### src/design/pefs_pkg.sv
// shared constants and carrier types for the phy event flag and status block
package pefs_pkg;

  // register indices on the management serial interface
  localparam logic [4:0] REG_FLAGS = 5'h1d;
  localparam logic [4:0] REG_MASK = 5'h1e;
  localparam logic [4:0] REG_STATUS = 5'h1f;

  // management address and register values after reset
  localparam logic [4:0] PHY_ADDR_RST = 5'h01;
  localparam logic [7:0] MASK_RST = 8'h00;
  localparam logic [6:0] STATUS_RSV_RST = 7'h02;

  // event flag bit positions
  localparam int BIT_ENERGY = 7;
  localparam int BIT_AN_DONE = 6;
  localparam int BIT_RFAULT = 5;
  localparam int BIT_LINK_DOWN = 4;
  localparam int BIT_PARTNER_ACK = 3;
  localparam int BIT_PAR_FAULT = 2;
  localparam int BIT_PAGE_RX = 1;

  // special status field positions
  localparam int STAT_AUTODONE_BIT = 12;
  localparam int STAT_RSV_LSB = 5;
  localparam int STAT_SPEED_LSB = 2;

  // resolved speed and duplex encodings
  localparam logic [2:0] SPD_10_HALF = 3'h1;
  localparam logic [2:0] SPD_10_FULL = 3'h5;
  localparam logic [2:0] SPD_100_HALF = 3'h2;
  localparam logic [2:0] SPD_100_FULL = 3'h6;

  // management frame fields
  localparam logic [1:0] OP_READ = 2'h2;
  localparam logic [1:0] OP_WRITE = 2'h1;
  localparam int PREAMBLE_ONES = 32;
  localparam int HDR_BITS = 12;
  localparam int DATA_BITS = 16;

  // timing
  localparam int CLK_HZ = 20_000_000;
  localparam int ENERGY_TIMEOUT_MS = 256;
  localparam int ENERGY_TIMEOUT_CYC = ENERGY_TIMEOUT_MS * (CLK_HZ / 1000);

  // condition inputs from the phy core, same clock
  typedef struct packed {
    logic autoneg_done;
    logic remote_fault;
    logic link_up;
    logic partner_ack;
    logic parallel_fault;
    logic page_received;
    logic [2:0] resolved_speed_duplex;
  } pefs_events_t;

  // register request decoded from a management frame
  typedef struct packed {
    logic rd;
    logic wr;
    logic [4:0] reg_addr;
    logic [15:0] wdata;
  } pefs_mgmt_req_t;

endpackage : pefs_pkg

### src/design/pefs_energy_watch.sv
// line energy presence with a no-energy timeout
`timescale 1ns/1ps
module pefs_energy_watch #(
  parameter int TIMEOUT_CYCLES = pefs_pkg::ENERGY_TIMEOUT_CYC
) (
  // clock and reset
  input wire logic clk_sys,
  input wire logic sys_rst,
  // synchronised energy indication
  input wire logic energy_seen,
  // status
  output logic line_energy_present
);

  localparam int CW = $clog2(TIMEOUT_CYCLES + 1);

  logic [CW-1:0] quiet_cnt;

  if (TIMEOUT_CYCLES < 2) begin : g_bad_timeout
    $error("pefs_energy_watch: TIMEOUT_CYCLES must be at least 2");
  end

  // quiet time counter restarts on every sign of energy
  always_ff @(posedge clk_sys) begin
    if (sys_rst || energy_seen) begin
      quiet_cnt <= '0;
    end else if (quiet_cnt != CW'(TIMEOUT_CYCLES - 1)) begin
      quiet_cnt <= quiet_cnt + CW'(1);
    end
  end

  always_ff @(posedge clk_sys) begin
    if (sys_rst) begin
      line_energy_present <= 1'b1;
    end else if (energy_seen) begin
      line_energy_present <= 1'b1;
    end else if (quiet_cnt == CW'(TIMEOUT_CYCLES - 1)) begin
      line_energy_present <= 1'b0;
    end
  end
endmodule : pefs_energy_watch

### src/design/pefs_mgmt_slave.sv
// management serial frame receiver and read data driver
`timescale 1ns/1ps
module pefs_mgmt_slave (
  // clock and reset
  input wire logic clk_sys,
  input wire logic sys_rst,
  // synchronised management line
  input wire logic mdc_rise,
  input wire logic mdio_bit,
  input wire logic [4:0] phy_addr,
  // register side
  input wire logic [15:0] rd_data,
  output pefs_pkg::pefs_mgmt_req_t req,
  // data pin drive
  output logic mdio_out,
  output logic mdio_oe_n
);

  typedef enum logic [2:0] {S_PRE, S_START, S_HDR, S_TA, S_RD, S_WR} pefs_mstate_t;

  pefs_mstate_t state;
  logic [5:0] ones;
  logic [3:0] cnt;
  logic [15:0] shift;
  logic is_read;
  logic [11:0] hdr;

  assign hdr = {shift[10:0], mdio_bit};

  always_ff @(posedge clk_sys) begin
    if (sys_rst) begin
      state <= S_PRE;
      ones <= '0;
      cnt <= '0;
      shift <= '0;
      is_read <= 1'b0;
      req <= '0;
      mdio_out <= 1'b1;
      mdio_oe_n <= 1'b1;
    end else begin
      req.rd <= 1'b0;
      req.wr <= 1'b0;
      if (mdc_rise) begin
        case (state)
          S_PRE: begin
            if (mdio_bit) begin
              if (ones != 6'(pefs_pkg::PREAMBLE_ONES)) begin
                ones <= ones + 6'd1;
              end
            end else begin
              state <= (ones == 6'(pefs_pkg::PREAMBLE_ONES)) ? S_START : S_PRE;
              ones <= '0;
            end
          end
          S_START: begin
            state <= mdio_bit ? S_HDR : S_PRE;
            cnt <= '0;
          end
          S_HDR: begin
            shift <= {shift[14:0], mdio_bit};
            cnt <= cnt + 4'd1;
            if (cnt == 4'(pefs_pkg::HDR_BITS - 1)) begin
              cnt <= '0;
              req.reg_addr <= hdr[4:0];
              is_read <= hdr[11:10] == pefs_pkg::OP_READ;
              if (hdr[9:5] == phy_addr && hdr[11:10] == pefs_pkg::OP_READ) begin
                req.rd <= 1'b1;
                state <= S_TA;
              end else if (hdr[9:5] == phy_addr && hdr[11:10] == pefs_pkg::OP_WRITE) begin
                state <= S_TA;
              end else begin
                state <= S_PRE;
              end
            end
          end
          S_TA: begin
            cnt <= cnt + 4'd1;
            if (cnt == 4'd0 && is_read) begin
              mdio_out <= 1'b0;
              mdio_oe_n <= 1'b0;
            end else if (cnt != 4'd0) begin
              cnt <= '0;
              state <= is_read ? S_RD : S_WR;
              if (is_read) begin
                shift <= rd_data;
                mdio_out <= rd_data[15];
              end
            end
          end
          S_RD: begin
            cnt <= cnt + 4'd1;
            shift <= {shift[14:0], 1'b0};
            mdio_out <= shift[14];
            if (cnt == 4'(pefs_pkg::DATA_BITS - 1)) begin
              mdio_out <= 1'b1;
              mdio_oe_n <= 1'b1;
              state <= S_PRE;
            end
          end
          S_WR: begin
            cnt <= cnt + 4'd1;
            shift <= {shift[14:0], mdio_bit};
            if (cnt == 4'(pefs_pkg::DATA_BITS - 1)) begin
              req.wr <= 1'b1;
              req.wdata <= {shift[14:0], mdio_bit};
              state <= S_PRE;
            end
          end
          default: begin
            state <= S_PRE;
          end
        endcase
      end
    end
  end
endmodule : pefs_mgmt_slave

### src/design/pefs_phy_events.sv
// phy event flags, event mask and special status behind the management interface
`timescale 1ns/1ps

module pefs_phy_events #(
  parameter int ENERGY_TIMEOUT_CYCLES = pefs_pkg::ENERGY_TIMEOUT_CYC
) (
  // clock and reset
  input wire logic clk_sys,
  input wire logic sys_rst,
  // management serial pins
  input wire logic mdc,
  input wire logic mdio_in,
  output logic mdio_out,
  output logic mdio_oe_n,
  // line energy indication from the analog front end
  input wire logic line_energy_raw,
  // conditions from the phy core
  input wire pefs_pkg::pefs_events_t ev,
  // outputs toward the mac
  output logic phy_irq,
  output logic line_energy_present
);

  if (ENERGY_TIMEOUT_CYCLES < 2) begin : g_bad_timeout
    $error("pefs_phy_events: ENERGY_TIMEOUT_CYCLES must be at least 2");
  end

  // pin synchronisers
  logic mdc_s1;
  logic mdc_s2;
  logic mdc_prev;
  logic mdio_s1;
  logic mdio_s2;
  logic energy_s1;
  logic energy_s2;
  logic mdc_rise;

  always_ff @(posedge clk_sys) begin
    if (sys_rst) begin
      mdc_s1 <= 1'b0;
      mdc_s2 <= 1'b0;
      mdc_prev <= 1'b0;
      mdio_s1 <= 1'b1;
      mdio_s2 <= 1'b1;
      energy_s1 <= 1'b0;
      energy_s2 <= 1'b0;
    end else begin
      mdc_s1 <= mdc;
      mdc_s2 <= mdc_s1;
      mdc_prev <= mdc_s2;
      mdio_s1 <= mdio_in;
      mdio_s2 <= mdio_s1;
      energy_s1 <= line_energy_raw;
      energy_s2 <= energy_s1;
    end
  end

  assign mdc_rise = mdc_s2 & ~mdc_prev;

  // management frame handling
  pefs_pkg::pefs_mgmt_req_t req;
  logic [15:0] rd_data;
  logic [4:0] management_phy_address;

  always_ff @(posedge clk_sys) begin
    if (sys_rst) begin
      management_phy_address <= pefs_pkg::PHY_ADDR_RST;
    end
  end

  pefs_mgmt_slave u_mgmt (
    .clk_sys(clk_sys),
    .sys_rst(sys_rst),
    .mdc_rise(mdc_rise),
    .mdio_bit(mdio_s2),
    .phy_addr(management_phy_address),
    .rd_data(rd_data),
    .req(req),
    .mdio_out(mdio_out),
    .mdio_oe_n(mdio_oe_n)
  );

  // energy presence
  pefs_energy_watch #(
    .TIMEOUT_CYCLES(ENERGY_TIMEOUT_CYCLES)
  ) u_energy (
    .clk_sys(clk_sys),
    .sys_rst(sys_rst),
    .energy_seen(energy_s2),
    .line_energy_present(line_energy_present)
  );

  // condition history for edge detection
  logic init_done;
  logic energy_prev;
  logic an_prev;
  logic rfault_prev;
  logic link_prev;

  always_ff @(posedge clk_sys) begin
    if (sys_rst) begin
      init_done <= 1'b0;
      energy_prev <= 1'b1;
      an_prev <= 1'b0;
      rfault_prev <= 1'b0;
      link_prev <= 1'b0;
    end else begin
      init_done <= 1'b1;
      energy_prev <= line_energy_present;
      an_prev <= ev.autoneg_done;
      rfault_prev <= ev.remote_fault;
      link_prev <= ev.link_up;
    end
  end

  // event flags, bit 0 reserved and always zero
  logic [7:1] flags;
  logic [7:1] set_vec;
  logic [7:1] hold_vec;
  logic [7:1] next_flags;
  logic clr_flags;

  always_comb begin
    set_vec = '0;
    set_vec[pefs_pkg::BIT_ENERGY] = line_energy_present != energy_prev;
    set_vec[pefs_pkg::BIT_AN_DONE] = init_done & ev.autoneg_done & ~an_prev;
    set_vec[pefs_pkg::BIT_RFAULT] = init_done & ev.remote_fault & ~rfault_prev;
    // first cycle after reset catches the current line state
    set_vec[pefs_pkg::BIT_LINK_DOWN] = init_done ? (~ev.link_up & link_prev)
                                                 : ~ev.link_up;
    set_vec[pefs_pkg::BIT_PARTNER_ACK] = init_done & ev.partner_ack;
    set_vec[pefs_pkg::BIT_PAR_FAULT] = init_done & ev.parallel_fault;
    set_vec[pefs_pkg::BIT_PAGE_RX] = init_done & ev.page_received;
  end

  // remote fault and link down conditions still present survive a read
  always_comb begin
    hold_vec = '0;
    hold_vec[pefs_pkg::BIT_RFAULT] = ev.remote_fault;
    hold_vec[pefs_pkg::BIT_LINK_DOWN] = ~ev.link_up;
  end

  assign clr_flags = req.rd && req.reg_addr == pefs_pkg::REG_FLAGS;

  // a new event in the read cycle wins over the clear
  assign next_flags = clr_flags ? ((flags & hold_vec) | set_vec) : (flags | set_vec);

  always_ff @(posedge clk_sys) begin
    if (sys_rst) begin
      flags <= '0;
    end else begin
      flags <= next_flags;
    end
  end

  // mask register
  logic [7:0] mask;

  always_ff @(posedge clk_sys) begin
    if (sys_rst) begin
      mask <= pefs_pkg::MASK_RST;
    end else if (req.wr && req.reg_addr == pefs_pkg::REG_MASK) begin
      mask <= req.wdata[7:0];
    end
  end

  // special status
  logic [6:0] status_rsv;
  logic autodone;
  logic [2:0] resolved_speed_duplex;

  always_ff @(posedge clk_sys) begin
    if (sys_rst) begin
      status_rsv <= pefs_pkg::STATUS_RSV_RST;
    end else if (req.wr && req.reg_addr == pefs_pkg::REG_STATUS) begin
      status_rsv <= req.wdata[11:5];
    end
  end

  always_ff @(posedge clk_sys) begin
    if (sys_rst) begin
      autodone <= 1'b0;
      resolved_speed_duplex <= '0;
    end else begin
      autodone <= ev.autoneg_done;
      resolved_speed_duplex <= ev.resolved_speed_duplex;
    end
  end

  // read data, captured with the request
  always_ff @(posedge clk_sys) begin
    if (sys_rst) begin
      rd_data <= '0;
    end else if (req.rd) begin
      case (req.reg_addr)
        pefs_pkg::REG_FLAGS: rd_data <= {8'h00, flags, 1'b0};
        pefs_pkg::REG_MASK: rd_data <= {8'h00, mask};
        pefs_pkg::REG_STATUS: begin
          rd_data <= {3'h0, autodone, status_rsv, resolved_speed_duplex, 2'h0};
        end
        default: rd_data <= 16'h0000;
      endcase
    end
  end

  // interrupt request toward the mac
  always_ff @(posedge clk_sys) begin
    if (sys_rst) begin
      phy_irq <= 1'b0;
    end else begin
      phy_irq <= |(flags & mask[7:1]);
    end
  end
endmodule : pefs_phy_events

### config.mk
export PLATFORM = sky130hd
export DESIGN_NAME = pefs_phy_events
export DESIGN_NICKNAME = d
export VERILOG_FILES = /design/src/design/pefs_pkg.sv /design/src/design/pefs_energy_watch.sv /design/src/design/pefs_mgmt_slave.sv /design/src/design/pefs_phy_events.sv
export SDC_FILE = /design/constraint.sdc
export NUM_CORES = 1
export LEC_CHECK = 0
export ABC_AREA = 1
export BUFFER_PORTS_ARGS = -buffer_cell sky130_fd_sc_hd__buf_2
export CORE_MARGIN = 4
export CORE_UTILIZATION = 40
export DETAILED_ROUTE_END_ITERATION = 6
export GPL_TIMING_DRIVEN = 0
export PLACE_DENSITY = 0.62
export SLEW_MARGIN = 20
export SYNTH_ARGS = -nofsm -noshare
export SYNTH_HDL_FRONTEND = slang
export SYNTH_SLANG_ARGS = --single-unit
### constraint.sdc
create_clock -name clk_sys -period 1.55 [get_ports clk_sys]
set_clock_uncertainty 0.2 [all_clocks]
set_input_delay 0.3875 -clock clk_sys [delete_from_list [all_inputs] [get_ports clk_sys]]
set_output_delay 0.3875 -clock clk_sys [all_outputs]
set_load 0.1 [all_outputs]
* Word-level counts from Yosys, hierarchy flattened *
Index checks and enable logic that the tools add are counted.

operators by class
  bitwise operators = 21
  reduce and logical (&&, ||, !) cells = 27
  add/subtract/negate cells = 3
  equal/unequal tests = 29
  multiplexer cells = 35

operators with widths
  cell                                                    count
  2-to-1 mux 15 bit                                       3
  one-hot mux 15 bit (3 select lines)                     1
  one-hot mux 13 bit (3 select lines)                     1
  adder 23 x 1 -> 23 bit (second input constant)          1
  == test 23 bit (second input constant)                  1
  inequality test 23 bit (second input constant)          1
  one-hot mux 4 bit (4 select lines)                      1
  == test 5 bit (second input constant)                   3
  2-to-1 mux 3 bit                                        5
  one-hot mux 3 bit (5 select lines)                      1
  inequality test 2 x 1 -> 1 bit (second input constant)  7
  OR 7 bit                                                2
  2-to-1 mux 1 bit                                        12
  2-to-1 mux 4 bit                                        3
  2-to-1 mux 6 bit                                        2
  AND 1 bit                                               9
  AND reduction 3 bit                                     3
  == test 4 bit (second input constant)                   2
  NOT 1 bit                                               8
  AND reduction 4 bit                                     2
  nonzero test 4 bit                                      2
  AND 7 x 5 -> 7 bit                                      1
  AND 7 bit                                               1
  2-to-1 mux 7 bit                                        1
  other kinds (28)                                        42

storage, ports and cells
  word-level logic and storage cells = 146
  register bits = 125
  input bits = 14

* Depth between registers and ports, before layout *
Gate-level depths: netlist (run 1).

  word-level depth = 6
  depth in mapped cells = 10
  depth with buffers taken out = 10

* By module *
Synthesis (run 1) repeated with hierarchy kept, for this count alone.

unflattened totals
  cell total of the unflattened synthesis = 873
  area total of the unflattened synthesis = 5985.7 um2

by module, submodules not included
  module             cells an instance  area an instance (um2)  instances  sequential area each (um2)
  pefs_mgmt_slave    387                2596.2                  1          1081.0
  pefs_phy_events    255                1940.6                  1          1021.0
  pefs_energy_watch  231                1448.9                  1          480.5

* Least setup slack after synthesis (run 1) *
OpenSTA, ideal clock, no wires.

  path type = register to register
  start = register u_energy.quiet_cnt[0]
  end = register u_energy.quiet_cnt[10]
  stages on the path, launching flop included = 10
  buffers on the path = 0
  slack = -0.123 ns
  data arrival time = 1.408 ns
  required time = 1.285 ns
  period minus slack after synthesis = 1.673 ns
  path through = dfxtp_1 > ha_1 > nand3_2 > inv_1 > nand2_2 > inv_1 > nand3_2 > inv_1 > nor2_1 > nor2_1

on the way
  cells in the longest elaborated chain, start to end = 1

ends and longest elaborated chain
  element                                                                  RTL line                                          text
  start: declaration                                                       pefs_energy_watch.sv:17                           logic [CW-1:0] quiet_cnt;
  start signal: assignment                                                 pefs_energy_watch.sv:28                           quiet_cnt <= quiet_cnt + CW'(1);
  adder 23 x 1 -> 23 bit / inequality test 23 bit (equally long branches)  pefs_energy_watch.sv:28, pefs_energy_watch.sv:27

Parallel ways exist; a longest one is shown, timed or not.
A chain may end at the register's enable or synchronous reset.

* Worst setup path after layout (run 1) *
  start = register u_mgmt.cnt[0]
  end = register, netlist name u_mgmt.req[11]

on the way
  cells in the longest elaborated chain, start to end = 2

ends and longest elaborated chain
  element                        RTL line                text
  start: declaration             pefs_mgmt_slave.sv:23   logic [3:0] cnt;
  start signal: assignment       pefs_mgmt_slave.sv:61   cnt <= cnt + 4'd1;
  start signal: assignment       pefs_mgmt_slave.sv:77   cnt <= cnt + 4'd1;
  start signal: assignment       pefs_mgmt_slave.sv:91   cnt <= cnt + 4'd1;
  == test 4 bit                  pefs_mgmt_slave.sv:103  if (cnt == 4'(pefs_pkg::DATA_BITS - 1)) begin
  AND reduction 3 bit (no line)  --

No other way between the ends.

==> results of run 1 <==
[report_power, final]
group          internal [W]  total, W  switching [W]
Clock               0.00285   0.00435        0.00150
Combinational      0.000109  0.000270       0.000161
Sequential          0.00324   0.00327      0.0000315
Total               0.00620   0.00789        0.00169
[how the worst max path moves through the flow]
stage                                   to  slack [ns]  cells past startpoint
floorplan                   u_mgmt.req[11]        0.01                      7
global placement    u_energy.quiet_cnt[20]       -0.51                      5
detailed placement  u_energy.quiet_cnt[22]       -0.51                      5
CTS                          u_mgmt.req[8]       -0.12                      8
global route                 u_mgmt.cnt[3]       -0.23                      9
finish                      u_mgmt.req[11]       -0.17                      8
[registers in the layout, summed over array words and instances (netlist names), 3 cells and up]
signal / flops
resolved_speed_duplex: 3
flags: 7
u_mgmt.ones: 6
u_mgmt.state: 3
u_mgmt.req: 19
mask: 8
u_energy.quiet_cnt: 23
u_mgmt.shift: 15
rd_data: 13
u_mgmt.cnt: 4
status_rsv: 7
[logic make-up after synthesis]
family / after synthesis / share of synthesized area (%)
xor+xnor: 16 / 2.49
compound gates: 139 / 12.7
simple gates: 421 / 32.2
buf+inv: 100 / 7.13
fa+ha+maj: 5 / 1.11
flops: 125 / 44.4
[worst reg2reg max path, cell delays in order (launching register included)]
cell,delay [ns]
dfxtp_4,0.36
buf_12,0.10
ha_4,0.17
nand3_4,0.10
inv_4,0.10
nand3_4,0.18
buf_8,0.22
o21ai_4,0.14
nor2_1,0.06
[area by class of cell]
class / count / area, µm² / share of cell area, %
multi-input combinational: 582 / 3300 / 42.0
sequential: 125 / 2560 / 32.7
timing repair buffer: 69 / 638 / 8.13
clock buffer: 18 / 429 / 5.47
inverter: 78 / 335 / 4.27
tap: 180 / 225 / 2.87
clock inverter: 14 / 218 / 2.78
buffer: 22 / 138 / 1.75
[timing repair]
| item | in CTS | in global routing |
|---|---|---|
| pin swaps | 28 | 45 |
| setup endpoints to repair | 100 | 99 |
| gates cloned | 4 | 0 |
| endpoints found under the hold margin | 10 | 0 |
| setup buffers | 22 | 19 |
| gates resized for setup | 126 | 139 |
| hold buffers | 9 | 0 |
[Yosys cell counts]
cell      instances  area (µm²)
buf_2             6        30.0
o21ai_0          60         300
inv_1            68         255
a31oi_1           1        6.26
nand3_2          10         100
a21oi_2           2        17.5
nand4_1           3        18.8
xor2_1            4        35.0
or2_2             2        12.5
o211ai_1          3        22.5
dfxtp_1         125        2500
o21ai_1           4        20.0
buf_6             1        11.3
nor3_1            4        20.0
clkbuf_1         12        45.0
nor2_4            3        33.8
nand3b_1          4        30.0
o31ai_1           1        7.51
buf_4             3        22.5
nor3_2            1        10.0
clkinv_1          1        3.75
ha_1              5        62.6
nand3_1          55         275
nand2_1         200         751
nor2_1          127         477
xnor2_1          12         105
a21oi_1          68         340
nor3_4            1        16.3
nand2_2           7        43.8
inv_2             9        33.8
nor2_2            4        25.0
[metal layers]
layer / share of wire, % / wire length [µm] / vias up
met4: 3.5 / 538 / 0
li1: - / - / 2773
met5: 0 / 0 / -
met1: 44 / 6870 / 2539
met3: 3.9 / 602 / 40
met2: 49 / 7570 / 123
[stage by stage]
| stage | TNS [ns] | worst slack (ns) | total power, W |
|---|---|---|---|
| floorplan | 0 | 0.0110 | 0.00346 |
| detailed placement | -24.51 | -0.512 | 0.00355 |
| global placement | -23.92 | -0.509 | 0.00354 |
| global route | -6.89 | -0.229 | 0.00811 |
| CTS | -2.07 | -0.123 | 0.00792 |
| finish | -2.66 | -0.168 | 0.00789 |
==> impl_metrics.tcl, run 1 <==
set metrics [dict create \
    clk_pin_slew_ns 0.06 \
    fin_area_um2 7850 \
    fin_nets 914 \
    ys_ff_latch 125 \
    htreeDepth 4 \
    io_buffers 16 \
    r2r_end "u_mgmt.req[11]" \
    yosysWarnings 0 \
    yosysSeqAreaShare_pct 44.4 \
    core_area_um2 13800 \
    vdd_ir_drop_max_uv 793 \
    grt_util_met2_pct 31.2 \
    final_common_cell "nand2_1" \
    dp.cells 1002 \
    synth_nets 825 \
    grt_pass1_wl_mm 24.8 \
    cts_tree "done" \
    fillers 1235 \
    min-delay-path-class "in2reg" \
    met3_usage_pct 4.42 \
    end_kind "flip-flop" \
    cp.required_ns 1.66 \
    critPathMaxStageDelay_ns 0.36 \
    path_buf_inv 3 \
    grt-ovfl-total 0 \
    avgViaCountPerCell 5.03 \
    drive_gt1_share_pct 30.2 \
    drv_slew 0 \
    worst-setup-path-type "reg2reg" \
    cp-start-kind "flip-flop" \
    fin_util_pct 56.7 \
    violations "setup timing" \
    die_h_um 127 \
    first_pass_iters 5 \
    r2r-start "u_mgmt.cnt[0]" \
    cts.sinks 125 \
    die_area_um2 16000 \
    die_x_um 127 \
    grt_busiest_layer "met2" \
    placed_area_um2 5960 \
    slew_headroom_pct 48.6 \
    antenna_left 0 \
    clock-root-buffer "clkbuf_16" \
    worstPathArrival_ns 1.83 \
    synth_cell_type_count 31 \
    status "finished, violations left" \
    tightest_slew_ns 0.771 \
    holdWs_ns 0.0133 \
    layout_common_cells "nand2_1 (180), nor2_1 (106), dfxtp_1 (95), a21oi_1 (56), inv_1 (50)" \
    antenna_found_initial 0 \
    hold_path_depth 3 \
    drtIter0Drc 323 \
    dpl.hpwl_mm 9.85 \
    netlist_instances 806 \
    crit_chain "buf_12 > ha_4 > nand3_4 > inv_4 > nand3_4 > buf_8 > o21ai_4 > nor2_1" \
    rsz0062_at_grt "true" \
    grt_usage_pct 19.2 \
    syn_area_per_cell_um2 6.99 \
    cp_slowest_cell "dfxtp_4" \
    drc 0 \
    cts_max_path_buffers 2 \
    min_from "ev[3]" \
    crit_start "u_mgmt.cnt[0]" \
    worst_slack_ns -0.168 \
    critPathMostFrequentCell "nand3_4" \
    cap_violations 0 \
    timing.fmax_mhz 582 \
    cts_made_buffers 17 \
    grt_max_degree 17 \
    powerDensity_nw_per_um2 1010 \
    wirelength_mm 15.6 \
    min_period_ns 1.72 \
    layoutNonFillerInstCount 1088 \
    grt_use_met1_pct 24.0 \
    clk_latency_ns 0.43 \
    gp_congestion 0.868 \
    rrSetupSlack_ns -0.17 \
    period_share_pct 111 \
    finalHoldViolCount 0 \
    num_antenna_cells 0 \
    ioPinCount 18 \
    rr_worst_depth 8 \
    start_util_pct 40.7 \
    cp_max_fo 6 \
    total_leakage_power_nw 3.18 \
    grt_pass1_vias 5184 \
    min_to "flags[1]" \
    syn_area_um2 5630 \
    vias 5475 \
    critPathTopFamily "buffers and inverters" \
    wl_per_cell_um 14.3 \
    fp-row-count 43 \
    finalSetupViolCount 42 \
    syn_to_final_growth_pct 39.2 \
]
Note: power is estimated with default switching activity, not from simulation.
==> run 2: changes to the inputs <==
--- a/config.mk
+++ b/config.mk
@@ -5,13 +5,14 @@
 export SDC_FILE = /design/constraint.sdc
 export NUM_CORES = 1
 export LEC_CHECK = 0
-export ABC_AREA = 1
+export ABC_AREA = 0
 export BUFFER_PORTS_ARGS = -buffer_cell sky130_fd_sc_hd__buf_2
 export CORE_MARGIN = 4
 export CORE_UTILIZATION = 40
+export CTS_BUF_LIST = sky130_fd_sc_hd__clkbuf_2
 export DETAILED_ROUTE_END_ITERATION = 6
 export GPL_TIMING_DRIVEN = 0
-export PLACE_DENSITY = 0.62
+export PLACE_DENSITY = 0.63
 export SLEW_MARGIN = 20
 export SYNTH_ARGS = -nofsm -noshare
 export SYNTH_HDL_FRONTEND = slang
==> run 2 against run 1 <==
The run still ends with setup timing left. Critical path depth is 1 lower. Clock power down 61%. Design area is 6.8% lower. Fmax down 13%. Non-clock buffer count up 30. Largest power group is now sequential cells. Flip-flop and latch count stayed put. Critical path type unchanged. Synthesized area down 5.6%. Sequential power about the same. Worst hold slack improved by 0.14 ns. Largest cell class unchanged. Final cell count down 17%. Sequential share of layout area up 2.7 points. Die area decreased by 5.3%.
==> impl_metrics.tcl, run 2 <==
set metrics [dict create \
    clock-root-buffer "clkbuf_2" \
    drtIter0Drc 290 \
    ioPinCount 18 \
    io_buffers 17 \
    drc 0 \
    netlist_instances 609 \
    clk_pin_slew_ns 0.18 \
    gp_congestion 0.871 \
    worst_slack_ns -0.435 \
    m1WireLength_mm 6.49 \
    cts_made_buffers 17 \
    min_period_ns 1.99 \
    total_leakage_power_nw 2.66 \
    synthTopCellsByArea "dfxtp_1 (47%), nor2_1 (6.1%), nand2_1 (5.1%), mux2i_1 (4.7%), a21oi_1 (4.1%)" \
    power_w 0.00523 \
    synth_common_cells "dfxtp_1 (125), nor2_1 (87), nand2_1 (72), a21oi_1 (44), nand3_1 (26)" \
    synth_top_cell_by_area "dfxtp_1" \
    synth-edff-count 0 \
    antenna_found_initial 1 \
    grt_pass1_wl_mm 23.3 \
    period_share_pct 128 \
    yosysWarnings 0 \
    syn_area_um2 5320 \
    route.top_layer_used "met4" \
    synth.top_cell.area_share_pct 47.1 \
    cp.required_ns 1.95 \
    wirelength_mm 14.8 \
    layout_common_cells "dfxtp_1 (91), nor2_1 (75), nand2_1 (61), buf_4 (43), a21oi_1 (32)" \
    grt-ovfl-total 0 \
    dr_wl_met2_mm 7.25 \
    holdWs_ns 0.152 \
    grt_max_degree 17 \
    wl_per_cell_um 16.5 \
    grt_pass1_vias 4831 \
    top_register "u_energy.quiet_cnt" \
    synth_cell_type_count 56 \
    cp_max_fo 5 \
    antenna_left 0 \
    cts.sinks 125 \
    worstPathArrival_ns 2.39 \
    htreeDepth 4 \
    timing.fmax_mhz 504 \
    status "finished, violations left" \
    cp-start-kind "flip-flop" \
    avgViaCountPerCell 5.39 \
    slew_headroom_pct 53.0 \
    die_h_um 123 \
    final_common_cell "dfxtp_1" \
    die_area_um2 15200 \
    wl_met3_um 602 \
    fin_nets 736 \
    clk_latency_ns 0.71 \
    largest_reg_flops 23 \
    die_x_um 123 \
    fillers 1100 \
    tightest_slew_ns 0.706 \
    cts_tree "done" \
    cts_max_path_buffers 2 \
    fp-row-count 41 \
    grt_usage_pct 19.6 \
    powerDensity_nw_per_um2 715 \
    start_util_pct 41.5 \
    end_kind "flip-flop" \
    dpl.hpwl_mm 8.95 \
    core_area_um2 12800 \
    rsz0062_at_grt "true" \
    cap_violations 0 \
    worst-setup-path-type "reg2reg" \
    vias 4855 \
    yosysSeqAreaShare_pct 47.1 \
    synthArstFlopShare_pct 0 \
    syn_area_per_cell_um2 8.73 \
    finalSetupViolCount 74 \
    yosys.cell_count.top_type "dfxtp_1" \
    syn_to_final_growth_pct 37.5 \
    drive_gt1_share_pct 36.2 \
    synth_nets 628 \
    finalHoldViolCount 0 \
    ys_ff_latch 125 \
    min-delay-path-class "in2reg" \
    dpl_worst_slack_ns -0.747 \
    first_pass_iters 5 \
    synth-main-ff-cell "dfxtp_1" \
    top_regs "u_energy.quiet_cnt: 23 flops, u_mgmt.req: 19 flops, u_mgmt.shift: 15 flops" \
    drv_slew 0 \
    violations "setup timing" \
    vdd_ir_drop_max_uv 502 \
]
-- run 2: stage by stage --
step                utilization [%]  cells  instance area [µm²]  setup TNS [ns]
finish                         57.0    900                 7310          -22.04
global route                   57.0    900                 7310          -28.07
CTS                            53.2    884                 6820          -18.95
detailed placement             45.5    798                 5830          -45.52
global placement               45.5    798                 5830          -40.56
floorplan                         -    609                 5530          -10.55
-- run 2: cell families after synthesis --
group                    share of synthesized area (%)
buffers and inverters                             3.60
AO/OA/AOI/OAI                                     13.3
flip-flops                                        47.1
AND/OR/NAND/NOR                                   26.0
multiplexers                                      4.71
XOR/XNOR                                          4.12
adder cells (fa/ha/maj)                           1.18
-- run 2: power by group --
group / internal (W) / switching, W
sequential: 0.00323 / 0.0000314
clock: 0.000527 / 0.00116
combinational: 0.000131 / 0.000156
total: 0.00388 / 0.00135
-- run 2: critical path, stage by stage (launching register included) --
cell and delay (ns):
dfxtp_4 0.39, ha_4 0.12, nand4_1 0.12, or3_4 0.47, buf_12 0.16, o211ai_1 0.21, xor2_1 0.17, nor2_1 0.05
-- run 2: layer usage --
layer	up-vias	GRT usage [%]
li1	2345	-
met1	2339	24.5
met2	133	31.7
met3	38	4.44
met4	0	9.90
met5	-	0
-- run 2: final cells by class --
cell class / count / area, µm² / share of cell area [%]
clock buffers: 18 / 90.1 / 1.23
clock inverters: 11 / 77.6 / 1.06
multi-input cells: 441 / 3190 / 43.6
well taps: 172 / 215 / 2.94
repair buffers: 95 / 915 / 12.5
diodes: 1 / 2.50 / 0.0342
inverters: 11 / 41.3 / 0.565
flip-flops and latches: 125 / 2590 / 35.4
plain buffers: 26 / 191 / 2.62
-- run 2: final timing paths --
| path | from | end | slack (ns) | cells past startpoint |
|---|---|---|---|---|
| max | u_energy.quiet_cnt[0] | u_energy.quiet_cnt[13] | -0.44 | 7 |
| min | sys_rst | u_mgmt.shift[3] | 0.15 | 3 |
| max reg2reg | u_energy.quiet_cnt[0] | u_energy.quiet_cnt[13] | -0.44 | 7 |
| min reg2reg | mdio_s1 | mdio_s2 | 0.24 | 1 |
-- run 2: repair_timing --
item | in CTS | in global routing
pin swaps | 42 | 55
gates resized for setup | 104 | 92
endpoints found under the setup margin | 112 | 110
buffers inserted | 44 | 22
gates cloned | 1 | 3
hold buffers | 14 | 0
hold endpoints to repair | 16 | 0
